File: config.mk
export PLATFORM = sky130hd
export DESIGN_NAME = rx_gain_squelch_rssi_ctrl
export DESIGN_NICKNAME = d
export VERILOG_FILES = /design/src/rx_gain_squelch_rssi_ctrl.v
export VERILOG_INCLUDE_DIRS = /design/src
export SDC_FILE = /design/constraint.sdc
export NUM_CORES = 1
export LEC_CHECK = 0
export BUFFER_PORTS_ARGS = -buffer_cell sky130_fd_sc_hd__buf_2
export CORE_MARGIN = 5
export CORE_UTILIZATION = 40
export CTS_CLUSTER_DIAMETER = 100
export CTS_CLUSTER_SIZE = 28
export DETAILED_ROUTE_END_ITERATION = 8
export GPL_TIMING_DRIVEN = 0
export PLACE_DENSITY_LB_ADDON = 0.25
export SLEW_MARGIN = 5
export SYNTH_ARGS = -nofsm -noshare
export SYNTH_HDL_FRONTEND = slang
export SYNTH_SLANG_ARGS = --single-unit
File: constraint.sdc
create_clock -name clk -period 3.85 [get_ports clk]
set_input_delay 0.1925 -clock clk [delete_from_list [all_inputs] [get_ports clk]]
set_output_delay 0.1925 -clock clk [all_outputs]
set_load 0.005 [all_outputs]
File: src/rx_gain_consts.vh
// Constants for the receiver gain, squelch and signal-strength block.
// Assumes a 25 MHz system clock and a classic Wishbone register port.
`ifndef RX_GAIN_CONSTS_VH
`define RX_GAIN_CONSTS_VH

// ****************************************
// Register byte addresses
// ****************************************
`define ADDR_FILTER_CONFIG 8'h00
`define ADDR_AGC_CONFIG 8'h04
`define ADDR_GAIN_CONFIG 8'h08
`define ADDR_MODE_CONFIG 8'h0c
`define ADDR_COMMAND 8'h10
`define ADDR_GAIN_DISPLAY 8'h14
`define ADDR_RSSI_DISPLAY 8'h18

// ****************************************
// Field positions and reset values
// ****************************************
`define AGC_EN_BIT 0
`define AGC_MODE_BIT 1
`define AGC_ALG_BIT 2
`define SQ_AUTO_BIT 3
`define AGC_CONFIG_RESET 8'h07
`define PEER_GAIN_BIT 4
`define CMD_PRESET 3'h0
`define CMD_RESET_GAIN 3'h1
`define CMD_SQUELCH 3'h2
`define CMD_CLEAR_RSSI 3'h3
`define CMD_MASK 3'h4
`define CMD_UNMASK 3'h5

// ****************************************
// Receive modes for the analog preset
// ****************************************
`define MODE_A_128 3'h0
`define MODE_B_128 3'h1
`define MODE_32_16 3'h2
`define MODE_PROP 3'h3
`define MODE_8_4 3'h4
`define MODE_PEER 3'h5

// ****************************************
// Gain state codes and counts
// ****************************************
`define GAIN_MAX_CODE 4'ha
`define GAIN_WINDOW_MAX 4'h4
`define GAIN_PEER_CODE 4'h6
`define RSSI_MAX_CODE 4'hd
`define SQ_TRANS_LIMIT 3'h2
`define AGC_PULSE_LIMIT 4'h8
`define CLK_HZ 25000000
`define SQ_INTERVAL_NS 50000
`define SQ_INTERVAL_CYC ((`SQ_INTERVAL_NS * (`CLK_HZ / 1000000)) / 1000)
`define SQ_DELAY_PS 18880000
`define SQ_DELAY_CYC (((`SQ_DELAY_PS * (`CLK_HZ / 1000000)) + 999999) / 1000000)

`endif

File: src/rx_gain_squelch_rssi_ctrl.v
// Receiver gain-reduction state, squelch, AGC and peak-hold signal strength.
// Assumes synchronous inputs and a Wishbone master on the same 25 MHz clock.
// Contract
// RL1 - Preset loads type A/B fc/128 filters
// RL2 - Preset loads other modes' filter fields
// RL3 - Only six zero-select combinations used
// RL4 - Five digitizer windows, 3 dB steps
// RL5 - Eleven shared gain-reduction codes
// RL6 - Loops start from configured code; displayed; code starts the AGC at window rise from code 4 or 0 instead
// RL7 - Capture gain at receive-window rise
// RL8 - Squelch steps while over two transitions
// RL9 - Reset gain command clears squelch reduction
// RL10 - Auto squelch after transmit until unmask; code ends it at mask timer expiry, reset gain, gain 10 or an interval of at most two transitions
// RL11 - Squelch command accepted only window low
// RL12 - AGC active while receive window high
// RL13 - AGC steps on its comparator transitions
// RL14 - Mode: whole window or eight pulses
// RL15 - Algorithm: preset code 4 or 0
// RL16 - Reset: AGC on, full window, preset
// RL17 - Signal strength peak hold, window high
// RL18 - Gain step clears signal strength; code clears it on AGC steps only, squelch steps leave it
// RL19 - Four-bit strength codes, maximum 13
// RL20 - Clear command zeroes strength results
// RL21 - Peer bit forces -6dB, window max
// RL22 - Controller disables AGC in anticollision
// RL23 - Window rises on mask timer expiry
// RL24 - Reset gain loads manual gain code
// RL25 - Stage gain 23 dB, six steps
// RL26 - Gain state saturates, never wraps
`include "rx_gain_consts.vh"

module rx_gain_squelch_rssi_ctrl (
    // Clock and reset
    input wire clk,
    input wire rst,
    // Wishbone slave
    input wire wb_cyc_i,
    input wire wb_stb_i,
    input wire wb_we_i,
    input wire [7:0] wb_adr_i,
    input wire [3:0] wb_sel_i,
    input wire [31:0] wb_dat_i,
    output reg [31:0] wb_dat_o,
    output reg wb_ack_o,
    // Framing and timer events
    input wire tx_end,
    input wire mask_timer_expired,
    // Analog receiver comparators and strength levels
    input wire digitizer_out,
    input wire agc_comp_out,
    input wire subcarrier_pulse,
    input wire [3:0] rssi_level_am,
    input wire [3:0] rssi_level_pm,
    // Analog controls
    output reg rx_on,
    output reg [2:0] digitizer_window,
    output reg [2:0] stage23_reduction,
    output reg [7:0] receiver_filter_config
);

    // ****************************************
    // Registers
    // ****************************************
    reg [7:0] agc_config;
    reg [3:0] gain_config;
    reg [7:0] mode_config;
    reg [3:0] gain_state;
    reg [3:0] gain_display;
    reg [3:0] rssi_am;
    reg [3:0] rssi_pm;
    reg sq_active;
    reg sq_wait;
    reg [8:0] sq_delay_cnt;
    reg [10:0] sq_int_cnt;
    reg [2:0] sq_trans;
    reg dig_q;
    reg agc_q;
    reg pulse_q;
    reg [3:0] pulse_cnt;
    reg [3:0] next_gain;
    reg [7:0] preset_val;
    reg gain_step;

    wire wb_req = wb_cyc_i & wb_stb_i & ~wb_ack_o;
    wire wb_wr = wb_req & wb_we_i & wb_sel_i[0];
    wire cmd_wr = wb_wr & (wb_adr_i == `ADDR_COMMAND);
    wire [2:0] cmd = wb_dat_i[2:0];
    wire do_preset = cmd_wr & (cmd == `CMD_PRESET);
    wire do_reset_gain = cmd_wr & (cmd == `CMD_RESET_GAIN);
    // RL11 window low only
    wire do_squelch = cmd_wr & (cmd == `CMD_SQUELCH) & ~rx_on;
    wire do_clear_rssi = cmd_wr & (cmd == `CMD_CLEAR_RSSI);
    wire do_mask = cmd_wr & (cmd == `CMD_MASK);
    wire do_unmask = cmd_wr & (cmd == `CMD_UNMASK);
    // RL23 window rise sources
    wire rx_on_set = mask_timer_expired | do_unmask;
    wire rx_rise = rx_on_set & ~rx_on;
    wire dig_edge = digitizer_out ^ dig_q;
    wire agc_edge = agc_comp_out ^ agc_q;
    wire pulse_rise = subcarrier_pulse & ~pulse_q;
    wire peer_cut = mode_config[`PEER_GAIN_BIT];
    wire sq_end = (sq_int_cnt == `SQ_INTERVAL_CYC - 1);
    // RL14 eight pulses or whole window
    wire agc_window = agc_config[`AGC_MODE_BIT] | (pulse_cnt < `AGC_PULSE_LIMIT);
    // RL13 step on own comparator
    wire agc_step = rx_on & agc_config[`AGC_EN_BIT] & agc_window & agc_edge;
    // RL8 more than two transitions
    wire sq_step = sq_active & sq_end & (sq_trans > `SQ_TRANS_LIMIT);

    // ****************************************
    // Analog preset lookup
    // ****************************************
    always @* begin
        case (mode_config[2:0])
            // RL1 type A and B
            `MODE_A_128: preset_val = 8'h00;
            `MODE_B_128: preset_val = 8'h04;
            // RL2 other modes
            `MODE_32_16: preset_val = 8'h22;
            `MODE_PROP: preset_val = 8'h03;
            `MODE_8_4: preset_val = 8'h2c;
            `MODE_PEER: preset_val = 8'h05;
            default: preset_val = receiver_filter_config;
        endcase
    end

    // ****************************************
    // Next gain state
    // ****************************************
    always @* begin
        next_gain = gain_state;
        gain_step = 1'b0;
        if (do_reset_gain) begin
            // RL24 manual code loaded
            next_gain = gain_config;
        end else if (rx_rise & agc_config[`AGC_EN_BIT]) begin
            // RL15 start algorithm
            next_gain = agc_config[`AGC_ALG_BIT] ? `GAIN_WINDOW_MAX : 4'h0;
        end else if ((agc_step | sq_step) & (gain_state < `GAIN_MAX_CODE)) begin
            // RL26 saturate at top
            next_gain = gain_state + 4'h1;
            gain_step = agc_step;
        end
    end

    // ****************************************
    // Control and loops
    // ****************************************
    always @(posedge clk) begin
        if (rst) begin
            receiver_filter_config <= 8'h00;
            // RL16 AGC defaults
            agc_config <= `AGC_CONFIG_RESET;
            gain_config <= 4'h0;
            mode_config <= 8'h00;
            gain_state <= 4'h0;
            gain_display <= 4'h0;
            rssi_am <= 4'h0;
            rssi_pm <= 4'h0;
            rx_on <= 1'b0;
            sq_active <= 1'b0;
            sq_wait <= 1'b0;
            sq_delay_cnt <= 9'h000;
            sq_int_cnt <= 11'h000;
            sq_trans <= 3'h0;
            dig_q <= 1'b0;
            agc_q <= 1'b0;
            pulse_q <= 1'b0;
            pulse_cnt <= 4'h0;
        end else begin
            dig_q <= digitizer_out;
            agc_q <= agc_comp_out;
            pulse_q <= subcarrier_pulse;
            if (wb_wr & (wb_adr_i == `ADDR_FILTER_CONFIG)) begin
                // RL3 unused combos left to software
                receiver_filter_config <= wb_dat_i[7:0];
            end else if (do_preset) begin
                receiver_filter_config <= preset_val;
            end
            if (wb_wr & (wb_adr_i == `ADDR_AGC_CONFIG)) begin
                agc_config <= {4'h0, wb_dat_i[3:0]};
            end
            if (wb_wr & (wb_adr_i == `ADDR_GAIN_CONFIG)) begin
                gain_config <= (wb_dat_i[3:0] > `GAIN_MAX_CODE) ? `GAIN_MAX_CODE : wb_dat_i[3:0];
            end
            if (wb_wr & (wb_adr_i == `ADDR_MODE_CONFIG)) begin
                mode_config <= {3'h0, wb_dat_i[4:0]};
            end
            // RL12 window high starts AGC
            if (rx_on_set) begin
                rx_on <= 1'b1;
            end else if (do_mask) begin
                rx_on <= 1'b0;
            end
            // RL5 shared state, RL9 reset clears squelch
            gain_state <= next_gain;
            // RL7 capture at rise
            if (rx_rise) begin
                gain_display <= gain_state;
            end
            // RL14 count pulses in window
            if (~rx_on) begin
                pulse_cnt <= 4'h0;
            end else if (pulse_rise & (pulse_cnt < `AGC_PULSE_LIMIT)) begin
                pulse_cnt <= pulse_cnt + 4'h1;
            end
            // RL10 auto squelch timing
            if (tx_end & agc_config[`SQ_AUTO_BIT]) begin
                sq_wait <= 1'b1;
                sq_delay_cnt <= 9'h000;
            end else if (sq_wait) begin
                if (sq_delay_cnt == `SQ_DELAY_CYC - 1) begin
                    sq_wait <= 1'b0;
                end
                sq_delay_cnt <= sq_delay_cnt + 9'h001;
            end
            if (mask_timer_expired | do_reset_gain) begin
                sq_active <= 1'b0;
                sq_wait <= 1'b0;
            end else if (do_squelch | (sq_wait & (sq_delay_cnt == `SQ_DELAY_CYC - 1))) begin
                sq_active <= 1'b1;
                sq_int_cnt <= 11'h000;
                sq_trans <= 3'h0;
            end else if (sq_active) begin
                // RL8 interval counting
                if (sq_end) begin
                    sq_int_cnt <= 11'h000;
                    sq_trans <= 3'h0;
                    if ((sq_trans <= `SQ_TRANS_LIMIT) | (gain_state == `GAIN_MAX_CODE)) begin
                        sq_active <= 1'b0;
                    end
                end else begin
                    sq_int_cnt <= sq_int_cnt + 11'h001;
                    if (dig_edge & (sq_trans != 3'h7)) begin
                        sq_trans <= sq_trans + 3'h1;
                    end
                end
            end
            // RL18 RL20 clear strength
            if (gain_step | do_clear_rssi | do_reset_gain | rx_rise) begin
                rssi_am <= 4'h0;
                rssi_pm <= 4'h0;
            end else if (rx_on) begin
                // RL17 RL19 peak hold capped
                if ((rssi_level_am > rssi_am) & (rssi_level_am <= `RSSI_MAX_CODE)) begin
                    rssi_am <= rssi_level_am;
                end
                if ((rssi_level_pm > rssi_pm) & (rssi_level_pm <= `RSSI_MAX_CODE)) begin
                    rssi_pm <= rssi_level_pm;
                end
            end
        end
    end

    // ****************************************
    // Analog outputs
    // ****************************************
    always @(posedge clk) begin
        if (rst) begin
            digitizer_window <= 3'h0;
            stage23_reduction <= 3'h0;
        end else if (peer_cut) begin
            // RL21 forced -6dB, window max
            digitizer_window <= 3'h4;
            stage23_reduction <= 3'h2;
        end else if (next_gain > `GAIN_WINDOW_MAX) begin
            // RL25 six 3 dB steps
            digitizer_window <= 3'h4;
            stage23_reduction <= next_gain[2:0] - 3'h4;
        end else begin
            // RL4 five window settings
            digitizer_window <= next_gain[2:0];
            stage23_reduction <= 3'h0;
        end
    end

    // ****************************************
    // Wishbone slave, one registered ack a cycle after request
    // ****************************************
    always @(posedge clk) begin
        if (rst) begin
            wb_ack_o <= 1'b0;
            wb_dat_o <= 32'h00000000;
        end else begin
            wb_ack_o <= wb_req;
            wb_dat_o <= 32'h00000000;
            if (wb_req & ~wb_we_i) begin
                case (wb_adr_i)
                    `ADDR_FILTER_CONFIG: wb_dat_o <= {24'h000000, receiver_filter_config};
                    `ADDR_AGC_CONFIG: wb_dat_o <= {24'h000000, agc_config};
                    `ADDR_GAIN_CONFIG: wb_dat_o <= {28'h0000000, gain_config};
                    `ADDR_MODE_CONFIG: wb_dat_o <= {24'h000000, mode_config};
                    // RL6 actual state display
                    `ADDR_GAIN_DISPLAY: wb_dat_o <= {24'h000000, gain_state, gain_display};
                    `ADDR_RSSI_DISPLAY: wb_dat_o <= {24'h000000, rssi_pm, rssi_am};
                    default: wb_dat_o <= 32'h00000000;
                endcase
            end
        end
    end

endmodule // rx_gain_squelch_rssi_ctrl

* Word level (Yosys, flattened, before mapping) *
Cells that the tools add are included.

word-level totals
  word-level logic and storage cells = 162
  register bits after elaboration = 109
  bits of input ports = 62
  output and inout bits = 48

cells by class
  reduce and logical (&&, ||, !) cells = 20
  equality and inequality tests = 20
  magnitude comparators = 10
  muxes and demuxes = 32
  bitwise operators = 50
  add/sub/neg operators = 6

operators by type and width
  cell                     count
  $pmux W8 S6              2
  $mux W11                 3
  $and A1 B1 Y1            32
  $eq A8 B5 Y1 const B     3
  $mux W3                  7
  $eq A8 B4 Y1 const B     2
  $mux W4                  4
  $mux W8                  2
  $eq A3 B2 Y1 const B     4
  $eq A3 B3 Y1 const B     4
  $mux W1                  12
  $add A11 B1 Y11 const B  1
  $eq A11 B11 Y1 const B   1
  $reduce_or A2 Y1         5
  $add A9 B1 Y9 const B    1
  $eq A9 B9 Y1 const B     1
  $or A1 B1 Y1             9
  $add A4 B1 Y4 const B    2
  $eq A8 B3 Y1 const B     1
  $gt A4 B4 Y1             2
  $le A4 B4 Y1 const B     2
  $logic_not A8 Y1         1
  $lt A4 B4 Y1 const B     2
  $reduce_and A2 Y1        4
  18 further kinds         31

* Depth between registers and ports, before layout *
Gate-level depths: netlist (run 1).

  word-level depth = 15
  gate-level depth with buffers = 9
  mapped depth without buffers = 9

* Worst setup path before layout (run 1) *
Ideal clock, no wire load.

  path type = register to register
  from = register sq_int_cnt[0]
  to = register digitizer_window[0]
  cell stages (with the launch flop) = 9
  path buffers = 0
  data required time = 3.734 ns
  setup time = 0.116 ns
  clock period less this slack = 1.905 ns
  arrival = 1.789 ns
  slack = 1.945 ns
  path through = dfxtp_1 -> ha_1 -> and4bb_2 -> nand3_1 -> o21ai_1 -> o21ai_0 -> xnor2_1 -> a22oi_1 -> and3b_1

between the ends
  cells in the longest elaborated chain, start to end = 10

ends and longest elaborated chain
  element                            RTL line                         source
  start, declared                    rx_gain_squelch_rssi_ctrl.v:74   reg [10:0] sq_int_cnt;
  start signal, assigned             rx_gain_squelch_rssi_ctrl.v:233  sq_int_cnt <= sq_int_cnt + 11'h001;
  $eq A11 B11 Y1 *                   rx_gain_squelch_rssi_ctrl.v:102  wire sq_end = (sq_int_cnt == `SQ_INTERVAL_CYC - 1);
  $and A1 B1 Y1 * (2 in a row)       rx_gain_squelch_rssi_ctrl.v:108  wire sq_step = sq_active & sq_end & (sq_trans > `SQ_TRANS_LIMIT);
  $or A1 B1 Y1 *                     rx_gain_squelch_rssi_ctrl.v:139  end else if ((agc_step | sq_step) & (gain_state < `GAIN_MAX_CODE)) begin
  $and A1 B1 Y1 *                    rx_gain_squelch_rssi_ctrl.v:139
  $mux W4 *                          rx_gain_squelch_rssi_ctrl.v:139
  $mux W4 *                          rx_gain_squelch_rssi_ctrl.v:136  end else if (rx_rise & agc_config[`AGC_EN_BIT]) begin
  $mux W4 *                          rx_gain_squelch_rssi_ctrl.v:133  if (do_reset_gain) begin
  $gt A4 B3 Y1 (no source line)      n/a
  $reduce_or A3 Y1 (no source line)  n/a
  end signal, assigned               rx_gain_squelch_rssi_ctrl.v:272  digitizer_window <= next_gain[2:0];
  end, declared                      rx_gain_squelch_rssi_ctrl.v:56   output reg [2:0] digitizer_window,

Mark *: on every way between the ends. The rest lies on a longest branch, timed or not.
A chain may end at the register's enable or synchronous reset.

* Worst setup path after layout (run 1) *
  from = register sq_int_cnt[0]
  to = register digitizer_window[1]

The elaborated chain is that of the path after synthesis.

==> results.py, run 1 <==
metrics = {
    "status": {
        "status": "completed",
    },
    "placed_design": {
        "portBuffers": 56,
        "placed_cells": 715,
        "gp_congestion": 0.8431,
        "dp_hpwl_um": 8189,
    },
    "die": {
        "dieWidth_um": 114.4,
        "core_sq_um": 10750,
        "die_area_sq_um": 13080,
        "start_util": 0.4053,
        "io_pins": 110,
        "die_y_um": 114.4,
        "rows": 38,
    },
    "sta": {
        "drv_slew": 0,
        "maxClockFrequency_ghz": 0.4302,
        "tns_ps": 0,
        "setup_violations": 0,
        "rsz0062_at_grt": "no",
        "fin_skew_ps": 7.429,
        "worst_slew_pin_slew_ps": 658.9,
        "report.final.hold_viol_count": 0,
        "min_period_ps": 2325,
        "relSlewSlack": 0.5578,
        "whs_ps": 68.38,
        "fin_crit_sh": 0.6038,
    },
    "final_layout": {
        "fin_util": 0.4744,
        "final_cells": 731,
        "diodes": 0,
        "final_common_cell": "dfxtp_1",
        "synthToLayoutAreaGrowth_pct": 17.04,
        "finalNetCount": 665,
        "drive_gt1_frac": 0.1980,
        "final_cell_mix": "dfxtp_1 (85), nor2_1 (79), buf_2 (59)",
        "fill_cells": 1079,
    },
    "pwr": {
        "p_per_area_nw_per_um2": 333.0,
        "p_leak_nw": 2.067,
        "ir_drop_uv": 132.4,
    },
    "logic_synthesis": {
        "ys.flop_type": "dfxtp_1",
        "syn_area_per_cell_sq_um": 8.781,
        "seq_area_frac_synth": 0.3907,
        "synth_area_sq_um": 4355,
        "synth_cell_type_count": 64,
        "ys_warn_count": 0,
        "synth-edff-count": 0,
        "syn_inst": 496,
        "synth-seq-cells": 85,
        "ys_async_sr_fraction": 0,
    },
    "critical_path": {
        "worstPathArrival_ps": 2570,
        "startpoint_type": "flip-flop",
        "slowest_delay_ps": 410,
        "timing.critical_path.slowest_stage_cell": "dfxtp_1",
        "cp_max_fo": 5,
        "path_cells": "ha_1 -> and4bb_2 -> nand3_1 -> o21ai_1 -> mux2i_1 -> a21oi_1 -> a41oi_1 -> and3b_1",
        "path_class": "flip-flop to flip-flop",
        "cp-end-kind": "flip-flop",
        "worstPathRequired_ps": 4100,
    },
    "clock_network": {
        "post_cts_buffers": 0,
        "cts-root-buf": "clkbuf_8",
        "cts_made_buffers": 9,
        "cts_buffer_depth": 2,
        "cts_tree": "built",
        "cts_max_level": 3,
        "clock_sinks": 85,
        "insertion_delay_ps": 350,
        "clk_pin_slew_ps": 80,
        "cts_hold_buf": 0,
        "cts_resized": 0,
    },
    "grt": {
        "grt-ovfl-total": 0,
        "grt_max_degree": 15,
        "antenna_found_initial": 0,
        "grt_pass1_vias": 3661,
        "grt_pass1_wl_um": 17550,
        "grt_util_all_layers": 0.1672,
    },
    "drt": {
        "initialDrtViolationCount": 216,
        "vias": 3732,
        "via_per_inst": 5.105,
        "avgRoutedWirePerCell_um": 14.45,
        "drt_wl_total_um": 10570,
        "postRouteAntennaNets": 0,
        "drt-pass1-iter-count": 5,
        "post-route-drc-count": 0,
    },
    "run": {
        "max_cap_viol_count": 0,
    },
    "min_path": {
        "hold_path_class": "input port to flip-flop",
    },
}
==> where the power goes <==
group          switching [W]  total (W)  internal [W]  leakage [nW]
sequential        0.00000643   0.000895      0.000888         0.687
combinational      0.0000950   0.000169     0.0000742          1.27
clock               0.000317   0.000634      0.000316         0.106
==> worst max-delay path: cells and delay by family, from the launching register on <==
| family | cells | cell delay, ps |
|---|---|---|
| compound gates | 3 | 850 |
| fa+ha+maj | 1 | 170 |
| flops | 1 | 410 |
| mux | 1 | 230 |
| simple gates | 3 | 570 |
==> state kept, by name, summed over array words and instances (netlist names), 5 cells and up <==
signal	count
receiver_filter_config	8
sq_int_cnt	11
mode_config	5
wb_dat_o	8
sq_delay_cnt	9
==> metrics by stage <==
step           total power (W)  instance area, sq um  setup slack (ps)
6_report              0.001697                  5097              1526
5_1_grt               0.001784                  5097              1351
4_1_cts               0.001719                  5097              1551
3_5_place_dp          0.001082                  4897              1567
3_3_place_gp          0.001079                  4897              1550
2_1_floorplan         0.001027                  4442              1945
==> final timing paths <==
kind                                     start                        endpoint  slack [ps]  depth (start not counted)
setup / recovery    sq_int_cnt[0]$_SDFFE_PP0P_  digitizer_window[1]$_SDFF_PP0_        1530                          8
setup reg to reg    sq_int_cnt[0]$_SDFFE_PP0P_  digitizer_window[1]$_SDFF_PP0_        1530                          8
hold / removal                subcarrier_pulse              pulse_q$_SDFF_PP0_          70                          2
hold reg to reg   gain_display[2]$_SDFFE_PP0N_          wb_dat_o[2]$_SDFF_PP0_         460                          2
==> layout make-up <==
cell class | count | area [sq um] | share of cell area
multi-input combinational | 374 | 2414 | 0.4735
sequential | 85 | 1702 | 0.3338
timing repair buffer | 56 | 280.3 | 0.05498
buffer | 41 | 255.2 | 0.05007
tap | 140 | 175.2 | 0.03436
clock buffer | 10 | 137.6 | 0.02700
inverter | 19 | 71.32 | 0.01399
clock inverter | 6 | 62.56 | 0.01227
==> Yosys cell counts (4+ instances only) <==
cell type	n	share of area
and2_1	4	0.0057
a22oi_1	8	0.014
mux4_2	4	0.021
nor3_1	6	0.0069
xor2_1	16	0.032
mux2i_1	27	0.062
inv_1	18	0.016
ha_1	17	0.049
or3_1	4	0.0057
o21ai_0	14	0.016
nand2b_1	4	0.0057
and3_1	11	0.016
nand2_1	28	0.024
xnor2_1	6	0.012
nand3_1	18	0.021
nor2b_1	9	0.013
a21oi_1	27	0.031
dfxtp_1	85	0.39
clkbuf_1	13	0.011
a211oi_1	4	0.0069
buf_4	24	0.041
nor2_1	79	0.068
nand4_1	10	0.014
a222oi_1	4	0.0092
==> cells by family (layout without fill, tap and decap cells) <==
family | after synthesis | after routing | share of synthesized area
muxes | 31 | 31 | 0.08274
buffers and inverters | 60 | 132 | 0.07498
other | 1 | 24 | 0.0008610
DFF | 85 | 85 | 0.3907
and+or+nand+nor | 199 | 199 | 0.2373
xor gates and xnor gates | 22 | 22 | 0.04424
AOI/OAI and AO/OA | 81 | 81 | 0.1204
adders and majority gates | 17 | 17 | 0.04884
==> per-layer routing <==
| layer | vias to the layer above | global-route usage | routed length, um |
|---|---|---|---|
| li1 | 1883 | - | - |
| met1 | 1760 | 0.2041 | 4606 |
| met2 | 78 | 0.2963 | 5345 |
| met3 | 11 | 0.03224 | 468 |
| met4 | 0 | 0.05226 | 144 |
| met5 | - | 0 | 0 |
(Power assumes the default switching activity.)
==> run 2, diff against run 1 <==
--- a/config.mk
+++ b/config.mk
@@ -6,6 +6,7 @@
 export SDC_FILE = /design/constraint.sdc
 export NUM_CORES = 1
 export LEC_CHECK = 0
+export ABC_AREA = 1
 export BUFFER_PORTS_ARGS = -buffer_cell sky130_fd_sc_hd__buf_2
 export CORE_MARGIN = 5
 export CORE_UTILIZATION = 40
==> constraint.sdc (replaced) <==
create_clock -name clk -period 2.39 [get_ports clk]
set_input_delay 0.1195 -clock clk [delete_from_list [all_inputs] [get_ports clk]]
set_output_delay 0.1195 -clock clk [all_outputs]
set_load 0.005 [all_outputs]
==> run 2 against run 1 <==
Via count grew 16%. Clock skew is 1.4 ps lower. Routed wire length is 9.2% higher. Total power grew 100%. Setup slack lost 1100 ps. First-iteration DRC count increased by 50%. Largest power group is now clock. Highest routed layer unchanged.
==> results.py, run 2 <==
metrics = {
    "critical_path": {
        "reg2reg_to": "stage23_reduction[0]$_SDFF_PP0_",
        "cp_max_fo": 6,
        "r2r-start": "rx_on$_SDFFE_PP0P_",
        "crit_cells": 13,
        "crit_buf_inv": 0,
        "cpMostUsedCell": "nand2_1",
        "path_class": "flip-flop to flip-flop",
        "cp-end-kind": "flip-flop",
        "startpoint_type": "flip-flop",
        "worstPathRequired_ps": 2620,
        "path_cells": "nand2_1 -> a21oi_2 -> o211ai_2 -> nand2_4 -> nand2_4 -> nand2_1 -> nand2_1 -> nand2_2 -> nand2_1 -> nor2_1 -> nand2_1 -> nand3_1 -> nor2_1",
        "timing.critical_path.slowest_stage_cell": "dfxtp_1",
        "worstPathArrival_ps": 2200,
        "r2r_setup_slack_ps": 420,
        "crit_path_end": "stage23_reduction[0]$_SDFF_PP0_",
        "path_delay_family": "simple AND/OR/NAND/NOR gates",
        "crit_path_start": "rx_on$_SDFFE_PP0P_",
        "slowest_delay_ps": 570,
        "rr_worst_depth": 13,
    },
    "clock_network": {
        "cts_max_level": 3,
        "insertion_delay_ps": 340,
        "cts_buffer_depth": 2,
        "clk_pin_slew_ps": 60,
        "cts_tree": "built",
        "cts_made_buffers": 9,
        "cts_resized": 0,
        "cts-root-buf": "clkbuf_16",
        "clock_sinks": 85,
    },
    "min_path": {
        "hold_path.startpoint": "agc_comp_out",
        "hold_path_class": "input port to flip-flop",
    },
    "logic_synthesis": {
        "synth_most_common_cell": "nand2_1",
        "synth-seq-cells": 85,
        "synthTopCellsByCount": "nand2_1 (124), dfxtp_1 (85), inv_1 (77)",
        "syn_inst": 633,
        "yosys.area.top_type": "dfxtp_1",
        "seq_area_frac_synth": 0.3670,
        "synth-edff-count": 0,
        "ys_warn_count": 0,
        "synth_area_sq_um": 4637,
        "synth_area_leaders": "dfxtp_1 (37%), nand2_1 (10%), inv_1 (6.2%)",
        "ys.flop_type": "dfxtp_1",
        "synth_top_area_frac": 0.3670,
        "syn_area_per_cell_sq_um": 7.325,
        "synth_cell_type_count": 50,
        "ys_async_sr_fraction": 0,
    },
    "final_layout": {
        "final_common_cell": "nand2_1",
        "finalNetCount": 804,
        "final_cell_mix": "nand2_1 (124), dfxtp_1 (85), inv_1 (77)",
        "largest_register_ffs": 11,
        "synthToLayoutAreaGrowth_pct": 20.02,
        "fin_util": 0.4895,
        "reg_top3": "sq_int_cnt: 11 flops, sq_delay_cnt: 9 flops",
        "drive_gt1_frac": 0.2110,
        "diodes": 0,
        "regMostFlops": "sq_int_cnt",
    },
    "run": {
        "max_cap_viol_count": 0,
    },
    "die": {
        "io_pins": 110,
        "rows": 39,
        "start_util": 0.4078,
        "core_sq_um": 11370,
        "die_y_um": 117.7,
        "die_area_sq_um": 13850,
        "dieWidth_um": 117.7,
    },
    "placed_design": {
        "portBuffers": 56,
        "gp_congestion": 0.8533,
        "dp_hpwl_um": 9185,
    },
    "grt": {
        "grt_max_degree": 15,
        "grt_pass1_wl_um": 19160,
        "grt_util_all_layers": 0.1668,
        "grt_pass1_vias": 4080,
        "antenna_found_initial": 0,
        "grt-ovfl-total": 0,
    },
    "sta": {
        "drv_slew": 0,
        "report.final.hold_viol_count": 0,
        "rsz0062_at_grt": "no",
        "maxClockFrequency_ghz": 0.5072,
        "setup_violations": 0,
        "relSlewSlack": 0.3585,
        "fin_skew_ps": 5.982,
        "min_period_ps": 1972,
        "fin_crit_sh": 0.8250,
        "tns_ps": 0,
        "worst_slew_pin_slew_ps": 949.8,
    },
    "drt": {
        "drt-pass1-iter-count": 4,
        "drt_wl_total_um": 11540,
        "initialDrtViolationCount": 323,
        "avgRoutedWirePerCell_um": 13.22,
        "vias": 4330,
        "via_per_inst": 4.960,
        "post-route-drc-count": 0,
        "postRouteAntennaNets": 0,
    },
    "pwr": {
        "p_leak_nw": 2.430,
        "ir_drop_uv": 354.7,
        "p_per_area_nw_per_um2": 624.9,
    },
    "status": {
        "status": "completed",
    },
}
## run 2: cells by family after synthesis
kind of cell / synth area share
AO/OA/AOI/OAI: 0.1503
adder cells (fa/ha/maj): 0.04587
buffers and inverters: 0.1241
flip-flops: 0.3670
AND/OR/NAND/NOR: 0.3006
other: 0.0008087
XOR/XNOR: 0.01133
## run 2: layer usage
layer  track usage  part of all wire  vias up
li1              -                 -     2222
met1        0.2215              0.45     1967
met2        0.2599              0.46      125
met3       0.04037             0.064       16
met4       0.06738             0.019        0
met5             0                 0        -
## run 2: timing repair
action | in CTS | in global routing
buffers inserted | 0 | 0
setup endpoints to repair | 0 | 0
hold buffers | 2 | 0
hold endpoints to repair | 2 | 0
## run 2: area by class of cell
| class | count | area, sq um |
|---|---|---|
| buffer | 33 | 242.7 |
| clock buffer | 9 | 225.2 |
| clock inverter | 7 | 137.6 |
| fill | 1133 | 5804 |
| inverter | 88 | 332.8 |
| multi-input combinational | 450 | 2446 |
| sequential | 85 | 1702 |
| tap | 143 | 178.9 |
| timing repair buffer | 58 | 300.3 |
## run 2: worst min-delay path by stage
stage / end / depth (start not counted)
floorplan: agc_q$_SDFF_PP0_ / 2
finish: agc_q$_SDFF_PP0_ / 3
global route: receiver_filter_config[5]$_SDFFE_PP0P_ / 3
detailed placement: pulse_q$_SDFF_PP0_ / 3
CTS: agc_q$_SDFF_PP0_ / 3
global placement: pulse_q$_SDFF_PP0_ / 3
## run 2: where the power goes
group	internal, W	switching [W]	total [W]
Sequential	0.00144	0.0000238	0.00147
Combinational	0.000125	0.000197	0.000322
Clock	0.00112	0.000564	0.00169
## run 2: per-stage QoR
stage               hold slack (ps)  instance area, sq um  total power [W]  setup slack (ps)  cells
floorplan                     226.5                  4723         0.001713             754.0    656
global placement              340.6                  5182         0.001808             491.3    855
detailed placement            349.7                  5182         0.001817             455.8    855
CTS                           14.81                  5565         0.003512             446.6    873
global route                  45.60                  5565         0.003632             262.7    873
finish                        25.29                  5565         0.003478             418.2    873
## run 2: worst register-to-register path, delay by kind of cell, from the launching register on
family,cells,cell delay [ps]
and+or+nand+nor,11,970
DFF,1,570
AOI/OAI and AO/OA,2,310
==> run 3, diff against run 2 <==
==> constraint.sdc (replaced) <==
create_clock -name clk -period 1.6 [get_ports clk]
set_input_delay 0.08 -clock clk [delete_from_list [all_inputs] [get_ports clk]]
set_output_delay 0.08 -clock clk [all_outputs]
set_load 0.005 [all_outputs]
==> run 3 against run 2 <==
The flow now finishes with violations (hold timing, setup timing). Hold slack got worse by 26 ps. Core utilization is 7.1 points higher. Flip-flop and latch count did not move. Via count is 6.7% higher. Critical endpoint is now sq_int_cnt[5]$_SDFFE_PP0P_. Largest cell class unchanged.
==> results.py, run 3 (synthesized netlist as in run 2, its figures left out) <==
metrics = {
    "sta": {
        "tns_ps": -1956,
        "fin_crit_sh": 1.085,
        "maxClockFrequency_ghz": 0.5759,
        "fin_skew_ps": 7.180,
        "worst_slew_pin_slew_ps": 881.2,
        "report.final.hold_viol_count": 1,
        "rsz0062_at_grt": "yes",
        "whs_ps": -0.9189,
        "drv_slew": 0,
        "min_period_ps": 1737,
        "relSlewSlack": 0.4049,
        "setup_violations": 23,
        "fin_ws_ps": -136.6,
    },
    "clock_network": {
        "cts-root-buf": "clkbuf_16",
        "clock_sinks": 85,
        "clk_pin_slew_ps": 60,
        "cts_tree": "built",
        "cts_made_buffers": 9,
        "insertion_delay_ps": 350,
        "cts_buffer_depth": 2,
        "cts_hold_buf": 7,
        "cts_max_level": 3,
    },
    "critical_path": {
        "worstPathRequired_ps": 1870,
        "r2r-start": "sq_int_cnt[1]$_SDFFE_PP0P_",
        "worstPathArrival_ps": 2010,
        "path_class": "flip-flop to flip-flop",
        "r2r_setup_slack_ps": -140,
        "rr_worst_depth": 12,
        "cp_max_fo": 5,
        "reg2reg_to": "sq_int_cnt[5]$_SDFFE_PP0P_",
        "cp-end-kind": "flip-flop",
        "startpoint_type": "flip-flop",
    },
    "pwr": {
        "swShare": 0.2540,
        "p_per_area_nw_per_um2": 765.8,
        "cellInternalPower_w": 0.003640,
        "net-switching-power_w": 0.001239,
        "power_w": 0.004879,
        "ir_drop_uv": 423.9,
        "p_leak_nw": 2.701,
        "pwr-share-clk": 0.430,
        "p_seq_frac": 0.448,
        "comb_power_share": 0.122,
    },
    "final_layout": {
        "finalNetCount": 842,
        "final_cell_mix": "nand2_1 (109), dfxtp_1 (73), inv_1 (69)",
        "fin_area_sq_um": 6371,
        "synthToLayoutAreaGrowth_pct": 37.40,
        "drive_gt1_frac": 0.3698,
        "reg_top3": "sq_int_cnt: 11 flops, sq_delay_cnt: 9 flops",
        "regMostFlops": "sq_int_cnt",
        "diodes": 0,
        "final_common_cell": "nand2_1",
        "largest_register_ffs": 11,
    },
    "drt": {
        "initialDrtViolationCount": 252,
        "drt-pass1-iter-count": 5,
        "drt_wl_total_um": 13000,
        "avgRoutedWirePerCell_um": 14.27,
        "vias": 4618,
        "post-route-drc-count": 0,
        "postRouteAntennaNets": 0,
        "via_per_inst": 5.069,
    },
    "min_path": {
        "hold_depth": 2,
        "min_to": "gain_config[3]$_SDFFE_PP0P_",
        "hold_path_class": "input port to flip-flop",
        "hold_path.startpoint": "rst",
    },
    "grt": {
        "grt_pass1_vias": 4404,
        "grt_pass1_wl_um": 20640,
        "antenna_found_initial": 0,
        "grt-ovfl-total": 0,
        "grt_util_all_layers": 0.1790,
        "grt_max_degree": 14,
    },
    "die": {
        "core_sq_um": 11370,
        "rows": 39,
        "dieWidth_um": 117.7,
        "die_y_um": 117.7,
        "start_util": 0.4078,
        "die_area_sq_um": 13850,
        "io_pins": 110,
    },
    "run": {
        "max_cap_viol_count": 0,
    },
    "status": {
        "violations": "hold timing, setup timing",
        "status": "finished with violations",
    },
    "placed_design": {
        "placed_area_sq_um": 5194,
        "dp_hpwl_um": 9289,
        "portBuffers": 56,
        "gp_congestion": 0.9017,
    },
}
-- run 3: cell types whose count changed in the layout (fill, tap and decap cells not counted), moves of 7 or more --
cell,previous run,this run
nand3_1,30,19
nor2_1,63,49
nand2_1,124,109
a21oi_2,2,12
a21oi_1,50,40
nor2_4,7,15
nor3_2,2,9
nor3_1,17,7
buf_4,25,51
dfxtp_2,0,9
inv_1,77,69
nand3_2,2,9
dfxtp_1,85,73
nand2_2,8,19
-- run 3: power groups by stage --
stage               clock, W  sequential, W  combinational [W]
floorplan                  0        0.00223           0.000331
global placement           0        0.00224           0.000464
detailed placement         0        0.00224           0.000477
CTS                  0.00212        0.00219           0.000546
global route         0.00225        0.00219           0.000657
finish               0.00210        0.00219           0.000594
-- run 3: cell type report --
class                      instances  area (sq um)
buffer                            32         244.0
fill                            1032          4999
sequential                        85          1724
timing repair buffer              96         633.1
tap                              143         178.9
clock inverter                     5         50.05
multi-input combinational        451          2953
clock buffer                      11         242.7
inverter                          88         345.3
-- run 3: stage by stage --
stage / hold slack (ps) / util / instances / setup slack [ps]
6_report: -0.9189 / 0.5604 / 911 / -136.6
5_1_grt: -9.036 / 0.5604 / 911 / -224.0
4_1_cts: -8.737 / 0.5207 / 897 / -113.3
3_5_place_dp: 312.5 / 0.4568 / 855 / -317.3
3_3_place_gp: 300.9 / 0.4568 / 855 / -314.8
2_1_floorplan: 187.0 / - / 656 / -4.066
-- run 3: what timing repair did --
item                                    CTS  global route
pin swaps                                32            41
endpoints found under the hold margin     9             1
buffers inserted                         20            13
gates cloned                              0             1
gates resized for setup                  58            87
endpoints found under the setup margin   42            51
-- run 3: critical path, cell delays in order (launching register included) --
cell,delay (ps)
dfxtp_2,330
inv_2,50
ha_4,160
nand3_4,90
buf_4,110
buf_4,90
inv_1,30
nand4_1,110
nand3_4,150
nand2_8,120
nand2_8,70
or2_1,230
a21oi_2,100
-- run 3: worst max-delay path by stage --
stage,start,end
CTS,sq_delay_cnt[1]$_SDFFE_PP0P_,sq_trans[2]$_SDFFE_PP0P_
finish,sq_int_cnt[1]$_SDFFE_PP0P_,sq_int_cnt[5]$_SDFFE_PP0P_
detailed placement,rx_on$_SDFFE_PP0P_,stage23_reduction[0]$_SDFF_PP0_
global placement,rx_on$_SDFFE_PP0P_,stage23_reduction[1]$_SDFF_PP0_
floorplan,sq_trans[0]$_SDFFE_PP0P_,stage23_reduction[0]$_SDFF_PP0_
global route,sq_delay_cnt[1]$_SDFFE_PP0P_,sq_trans[1]$_SDFFE_PP0P_
-- run 3: metal layers --
| metal | share of wire | wire length [um] | track usage | up-vias |
|---|---|---|---|---|
| li1 | - | - | - | 2295 |
| met1 | 0.43 | 5648 | 0.2282 | 2155 |
| met2 | 0.48 | 6290 | 0.2977 | 154 |
| met3 | 0.069 | 892 | 0.05142 | 14 |
| met4 | 0.013 | 170 | 0.04444 | 0 |
| met5 | 0 | 0 | 0 | - |
